==> config.mk <==
export PLATFORM = sky130hd
export DESIGN_NAME = isa_capability_register
export DESIGN_NICKNAME = d
export VERILOG_FILES = /design/src/isa_capability_pkg.sv /design/src/isa_write_if.sv /design/src/isa_write_legalizer.sv /design/src/isa_capability_register.sv
export SDC_FILE = /design/constraint.sdc
export NUM_CORES = 1
export LEC_CHECK = 0
export CAP_MARGIN = 20
export CORE_AREA = 3 3 49 51
export DETAILED_ROUTE_END_ITERATION = 7
export DIE_AREA = 0 0 52 54
export DONT_BUFFER_PORTS = 1
export PLACE_DENSITY_LB_ADDON = 0.12
export SYNTH_ARGS = -nofsm -noshare
export SYNTH_HDL_FRONTEND = slang
export SYNTH_SLANG_ARGS = --single-unit
==> constraint.sdc <==
create_clock -name i_clk -period 1.33 [get_ports i_clk]
set_clock_uncertainty 0.05 [all_clocks]
set_input_delay 0.0665 -clock i_clk [delete_from_list [all_inputs] [get_ports i_clk]]
set_output_delay 0.0665 -clock i_clk [all_outputs]
set_load 0.05 [all_outputs]
==> src/isa_capability_pkg.sv <==
// Constants, field layout, encodings and default extension sets of the capability register
// =============================================================================
// Functional notes
// - Register always readable; unimplemented variant reads zero
// - Width code field is read-only
// - Width codes 1,2,3 give 32,64,128 bits
// - Register is as wide as machine width
// - One extension bit per letter, A..Z
// - I set for full base; E reads ~I
// - Bitmap is write-any/read-legal, some bits writable
// - Reset loads maximal set, I preferred over E
// - Cleared extension behaves as if absent
// - Reserved bitmap positions always read zero
// - S, U, X set when supported
// - B set only if all three groups
// - Enabling dependent without its base clears both
// - Unsupported combinations become some supported combination
// - Write raising alignment on misaligned next dropped
// - Re-enabled extension state may hold anything
// - Unsupported writes never raise an exception
// - Legal readback depends only on write, state
// =============================================================================
package isa_capability_pkg;

  // =========================================================================
  // Field layout
  // =========================================================================
  localparam int EXT_W       = 26;
  localparam int MWC_W       = 2;
  localparam int EXT_A       = 0;
  localparam int EXT_B       = 1;
  localparam int EXT_C       = 2;
  localparam int EXT_D       = 3;
  localparam int EXT_E       = 4;
  localparam int EXT_F       = 5;
  localparam int EXT_H       = 7;
  localparam int EXT_I       = 8;
  localparam int EXT_M       = 12;
  localparam int EXT_Q       = 16;
  localparam int EXT_S       = 18;
  localparam int EXT_U       = 20;
  localparam int EXT_V       = 21;
  localparam int EXT_X       = 23;
  // Next-instruction address bit that must be clear for 32-bit alignment
  localparam int PC_ALIGN_BIT = 1;

  // =========================================================================
  // Encodings and masks
  // =========================================================================
  localparam logic [MWC_W-1:0] MWC_32  = 2'h1;
  localparam logic [MWC_W-1:0] MWC_64  = 2'h2;
  localparam logic [MWC_W-1:0] MWC_128 = 2'h3;
  // Bits 6,9,10,11,14,17,19,22,24,25
  localparam logic [EXT_W-1:0] RESERVED_MASK = 26'h34A4E40;
  // A C D F I M S U
  localparam logic [EXT_W-1:0] SUPPORTED_DEF = 26'h014112D;
  // A C D F M may be switched off by software
  localparam logic [EXT_W-1:0] WRITABLE_DEF  = 26'h000102D;

  // Register width for a width code: two to the power code plus four
  function automatic int mwc_width(input logic [MWC_W-1:0] code);
    mwc_width = 1 << (int'(code) + 4);
  endfunction : mwc_width

endpackage : isa_capability_pkg

==> src/isa_write_if.sv <==
// Carrier between the register core and its write legaliser
`timescale 1ns/10ps
`default_nettype none
interface isa_write_if #(
  parameter int PC_W = 32
);
  logic [25:0]     cur_ext;
  logic [25:0]     wr_ext;
  logic [PC_W-1:0] next_pc;
  logic [25:0]     legal_ext;
  logic            suppress;

  modport core      (output cur_ext, output wr_ext, output next_pc,
                     input legal_ext, input suppress);
  modport legalizer (input cur_ext, input wr_ext, input next_pc,
                     output legal_ext, output suppress);
endinterface : isa_write_if
`default_nettype wire

==> src/isa_write_legalizer.sv <==
// Turns an arbitrary bitmap write into a legal one and checks alignment
`timescale 1ns/10ps
`default_nettype none
module isa_write_legalizer #(
  parameter logic [25:0] SUPPORTED = isa_capability_pkg::SUPPORTED_DEF,
  parameter logic [25:0] WRITABLE  = isa_capability_pkg::WRITABLE_DEF
) (
  isa_write_if.legalizer wr
);
  import isa_capability_pkg::*;

  // =========================================================================
  // Legalisation, purely combinational
  // =========================================================================
  always_comb begin
    logic [EXT_W-1:0] v;
    v = (wr.wr_ext & WRITABLE) | (wr.cur_ext & ~WRITABLE);
    // B can only stay set where the build marks all three groups present
    v = v & SUPPORTED & ~RESERVED_MASK;
    // Dependent extensions fall with their base
    if (!v[EXT_F]) v[EXT_D] = 1'b0;
    if (!v[EXT_D]) v[EXT_Q] = 1'b0;
    if (!v[EXT_U]) v[EXT_S] = 1'b0;
    if (!v[EXT_S]) v[EXT_H] = 1'b0;
    // Reduced base cannot host the hypervisor: group acts as one field
    if (!v[EXT_I]) v[EXT_H] = 1'b0;
    v[EXT_E] = ~v[EXT_I];
    wr.legal_ext = v;
  end

  // Dropping C raises alignment to 32 bits
  assign wr.suppress = wr.cur_ext[EXT_C] & ~wr.legal_ext[EXT_C]
                     & wr.next_pc[PC_ALIGN_BIT];

endmodule : isa_write_legalizer
`default_nettype wire

==> src/isa_capability_register.sv <==
// Machine capability register: width code, extension bitmap, write rules
`timescale 1ns/10ps
`default_nettype none
module isa_capability_register #(
  parameter logic [1:0]  MWC         = isa_capability_pkg::MWC_32,
  parameter int          MACHINE_REGISTER_WIDTH       = isa_capability_pkg::mwc_width(MWC),
  parameter bit          IMPLEMENTED = 1'b1,
  parameter logic [25:0] SUPPORTED   = isa_capability_pkg::SUPPORTED_DEF,
  parameter logic [25:0] WRITABLE    = isa_capability_pkg::WRITABLE_DEF
) (
  input  wire logic             i_clk,
  input  wire logic             i_rst_n,
  input  wire logic             i_ce,
  input  wire logic             i_csr_we,
  input  wire logic [MACHINE_REGISTER_WIDTH-1:0] i_csr_wdata,
  input  wire logic [MACHINE_REGISTER_WIDTH-1:0] i_next_pc,
  output var  logic [MACHINE_REGISTER_WIDTH-1:0] o_isa_value,
  output var  logic [25:0]      o_ext_enable,
  output var  logic             o_instruction_alignment_32,
  output var  logic             o_write_dropped
);
  import isa_capability_pkg::*;

  // =========================================================================
  // Derived constants
  // =========================================================================
  // Reset set: everything supported; E only when I is absent
  localparam logic [EXT_W-1:0] RESET_EXT_RAW =
    SUPPORTED & ~RESERVED_MASK & ~(26'h0000001 << EXT_E);
  localparam logic [EXT_W-1:0] RESET_EXT =
    RESET_EXT_RAW | ((SUPPORTED[EXT_I] ? 26'h0000000 : 26'h0000001) << EXT_E);
  localparam int MID_W = MACHINE_REGISTER_WIDTH - MWC_W - EXT_W;

  // =========================================================================
  // Register image assembly
  // =========================================================================
  // Code on top, bitmap at the bottom, zeros between
  function automatic logic [MACHINE_REGISTER_WIDTH-1:0] assemble(input logic [EXT_W-1:0] ext);
    logic [MACHINE_REGISTER_WIDTH-1:0] img;
    img = '0;
    if (IMPLEMENTED) begin
      img[MACHINE_REGISTER_WIDTH-1 -: MWC_W] = MWC;
      img[EXT_W-1:0]        = ext;
    end
    assemble = img;
  endfunction : assemble

  // =========================================================================
  // State
  // =========================================================================
  logic [EXT_W-1:0] ext_q;
  logic [EXT_W-1:0] ext_d;
  logic [MACHINE_REGISTER_WIDTH-1:0] value_q;
  logic             instruction_alignment_32_q;
  logic             dropped_q;
  logic             dropped_d;
  logic             take_write;

  // =========================================================================
  // Write legaliser
  // =========================================================================
  isa_write_if #(.PC_W(MACHINE_REGISTER_WIDTH)) wr_if ();

  assign wr_if.cur_ext = ext_q;
  assign wr_if.wr_ext  = i_csr_wdata[EXT_W-1:0];
  assign wr_if.next_pc = i_next_pc;

  isa_write_legalizer #(
    .SUPPORTED (SUPPORTED),
    .WRITABLE  (WRITABLE)
  ) u_legalizer (
    .wr (wr_if.legalizer)
  );

  // =========================================================================
  // Next-state decode
  // =========================================================================
  // A bad value never traps; it is folded into a legal one instead.
  // The whole write is lost if the new alignment would strand the next
  // instruction, so software sees the old value and can retry later.
  always_comb begin
    take_write = IMPLEMENTED && i_csr_we && !wr_if.suppress;
    dropped_d  = IMPLEMENTED && i_csr_we && wr_if.suppress;
    ext_d      = take_write ? wr_if.legal_ext : ext_q;
  end

  // =========================================================================
  // Extension bitmap
  // =========================================================================
  // Reset wins over the clock enable so a frozen core still comes up sane
  always_ff @(posedge i_clk) begin
    if (!i_rst_n) begin
      ext_q <= IMPLEMENTED ? RESET_EXT : 26'h0000000;
    end else if (i_ce) begin
      ext_q <= ext_d;
    end
  end

  // =========================================================================
  // Read image
  // =========================================================================
  // Kept as its own flop so the read path has no logic after the register
  always_ff @(posedge i_clk) begin
    if (!i_rst_n) begin
      value_q <= assemble(IMPLEMENTED ? RESET_EXT : 26'h0000000);
    end else if (i_ce) begin
      value_q <= assemble(ext_d);
    end
  end

  // =========================================================================
  // Alignment state
  // =========================================================================
  // Without C every instruction must sit on a 32-bit boundary
  always_ff @(posedge i_clk) begin
    if (!i_rst_n) begin
      instruction_alignment_32_q <= IMPLEMENTED ? ~RESET_EXT[EXT_C] : 1'b1;
    end else if (i_ce) begin
      instruction_alignment_32_q <= ~ext_d[EXT_C];
    end
  end

  // =========================================================================
  // Dropped-write indication
  // =========================================================================
  always_ff @(posedge i_clk) begin
    if (!i_rst_n) begin
      dropped_q <= 1'b0;
    end else if (i_ce) begin
      dropped_q <= dropped_d;
    end
  end

  // =========================================================================
  // Outputs
  // =========================================================================
  // The rest of the core gates each unit on its enable bit, so a cleared
  // extension decodes as absent even in machine mode. Any state owned by
  // the unit is left alone and comes back undefined when re-enabled.
  assign o_isa_value     = value_q;
  assign o_ext_enable    = ext_q;
  assign o_instruction_alignment_32     = instruction_alignment_32_q;
  assign o_write_dropped = dropped_q;
endmodule : isa_capability_register
`default_nettype wire

==> key figures <==
Worst setup path
  • Crit start category: input pin
  • Critical path launch point: i_csr_wdata[2]
  • R2r endpoint: o_ext_enable[3]$_SDFFE_PN1P_
  • Worst Path Max Fanout: 4
  • CP required: 1.40 ns
  • CP Capture Type: flip-flop
  • R2R Setup Slk: 0.31 ns
  • Crit path DAT: 1.30 ns
  • R2R cell count: 3
  • WS Path Type: in -> reg

Clock network
  • Reg clk slew, reported paths: 0.05 ns
  • Clock H-tree levels: 1
  • CTS tree: built
  • Clk_lat worst skew: 0.24 ns
  • Root Driver: clkbuf_4
  • # clock sinks: 7
  • Post-CTS sizing: 0
  • Clock Path Buffers: 2
  • Cts bufs inserted: 3
  • # Post-CTS Setup Buffers: 0
  • Post-CTS Hold Buffers: 10

STA
  • Fmax: 811 MHz
  • Slew Viols, Final: 0
  • Post-route setup TNS: 0 ns
  • Number of setup violations in the final report: 0
  • Final worst path period share: 0.927
  • Tmin final: 1.23 ns
  • Final WS setup: 0.0976 ns
  • RSZ-0062 raised after global routing: false
  • Fin. Hold Viols: 0

Floorplan
  • Die H: 54 microns
  • Chip Width: 52 microns
  • Initial core utilization: 0.352
  • Die ar.: 0.00281 sq mm
  • FP Rows: 16
  • # IOs: 128
  • Core Box Area: 0.00198 sq mm

Routing
  • Vias: 466
  • Via density: 3.64
  • Starting DRC count in detailed routing: 11
  • DRT antenna net count: 0
  • Residual DRC: 0
  • WL/cell: 9.24 microns
  • WL final: 1180 microns
  • DRT Pass-1 Iters: 4

Pwr
  • Peak supply drop: 0.000315 V
  • Leakage: 0.347 nW
  • Power Dens Cells: 1270 mW/mm^2

Global routing
  • Grt total ovfl: 0
  • Gr usage total: 0.0735
  • Vias in the first global route: 346
  • Global-route wire length before repair: 1500 microns
  • Largest net degree at the start of global routing: 8
  • Initial antenna violation count: 0

Synthesis
  • Yosys cell types: 16
  • Main flop type after synthesis: dfxtp_1
  • Cell count after synthesis: 87
  • Largest area contributor in the netlist: buf_4
  • Dominant cells by area after synthesis: buf_4 57%, dfxtp_1 20%, nand3_1 3.6%
  • Ys Warns: 0
  • Most common cell in the netlist: buf_4
  • Post-synth top cells: 53 x buf_4, 7 x dfxtp_1, 5 x nand3_1, 5 x o21ai_0
  • Seq cells post-synth: 7
  • Post-synth EDFFs: 0
  • Syn Area/Cell: 8.01 sq um
  • Seq/Total Area, Yosys: 0.201
  • Post-synthesis async set-or-reset flop share: 0
  • Cell area after synthesis: 697 sq um
  • Synth top area share: 0.571

Finish
  • Fin cells: 128
  • Area growth, synth to finish: -1.80%
  • Antenna diodes: 0
  • Nets: 170
  • Layout cells sized above 1: 0.109

Place
  • GPL Wtd Cong: 0.684
  • Cells after DPL: 114
  • IO buf count: 0
  • Post-DP HPWL: 857 microns
  • Pre-CTS setup slack: 0.324 ns

Min path
  • Worst Hold Class: in -> reg

Flow run
  • Max Cap Violations: 0

Run status
  • Run status: completed
[routing by layer]
metal,wire (microns),global-route usage
met4,8,0.0437
met5,0,0
met3,244,0.0305
met2,550,0.126
met1,380,0.0753
[cells in the final DEF, fill, tap and decap left out, drive strengths merged]
| master | netlist | final |
|---|---|---|
| and3b | 1 | 1 |
| dfxtp | 7 | 7 |
| nand2b | 1 | 1 |
| o21ai | 5 | 5 |
| clkbuf | 0 | 4 |
| inv | 1 | 1 |
| o2bb2ai | 1 | 1 |
| o311ai | 1 | 1 |
| a221o | 1 | 1 |
| nand4 | 3 | 3 |
| nand3 | 5 | 5 |
| nand2 | 3 | 3 |
| dlygate4sd3 | 0 | 10 |
| and2 | 1 | 1 |
| buf | 53 | 7 |
| nand3b | 1 | 1 |
| a21boi | 1 | 1 |
| conb | 2 | 48 |
[worst max-delay path: stages]
cell and delay (ns):
dlygate4sd3_1 0.55, nand3_1 0.07, dlygate4sd3_1 0.55, nand3_1 0.07
[area by class of cell]
class / instances / area (sq um)
clock buffers: 4 / 26.3
fillers: 208 / 1300
inverters: 1 / 3.75
multi-input cells: 72 / 328
flip-flops and latches: 7 / 140
well taps: 27 / 33.8
repair buffers: 17 / 153
[worst min path at each step]
stage	start	to	slack (ns)	cells after the start
CTS	i_csr_wdata[2]	o_instruction_alignment_32$_SDFFE_PN0P_	0.0008	2
detailed placement	i_rst_n	o_ext_enable[12]$_SDFFE_PN1P_	0.09	1
global route	i_csr_wdata[2]	o_instruction_alignment_32$_SDFFE_PN0P_	0.002	2
finish	i_csr_wdata[2]	o_instruction_alignment_32$_SDFFE_PN0P_	0.009	2
floorplan	i_rst_n	flip-flop	0.09	1
global placement	i_rst_n	o_ext_enable[12]$_SDFFE_PN1P_	0.09	1
[per-stage QoR]
step / util / hold slack (ns) / power [mW] / instance area (sq um)
floorplan: - / 0.0883 / 0.755 / 870
global placement: 0.282 / 0.0948 / 0.655 / 558
detailed placement: 0.282 / 0.0936 / 0.655 / 558
CTS: 0.345 / 0.000834 / 0.877 / 684
global route: 0.345 / 0.00189 / 0.913 / 684
finish: 0.345 / 0.00867 / 0.871 / 684
[report_power, final]
part,switching (mW),internal [mW]
combinational,0.406,0.0489
sequential,0.00596,0.222
clock,0.0742,0.114
total,0.486,0.385
[cell families after synthesis]
family / share of synthesized area
AOI/OAI and AO/OA: 0.0916
buffers and inverters: 0.576
DFF: 0.201
other: 0.0108
and+or+nand+nor: 0.120
No activity file was read; power rests on OpenSTA's default activity.
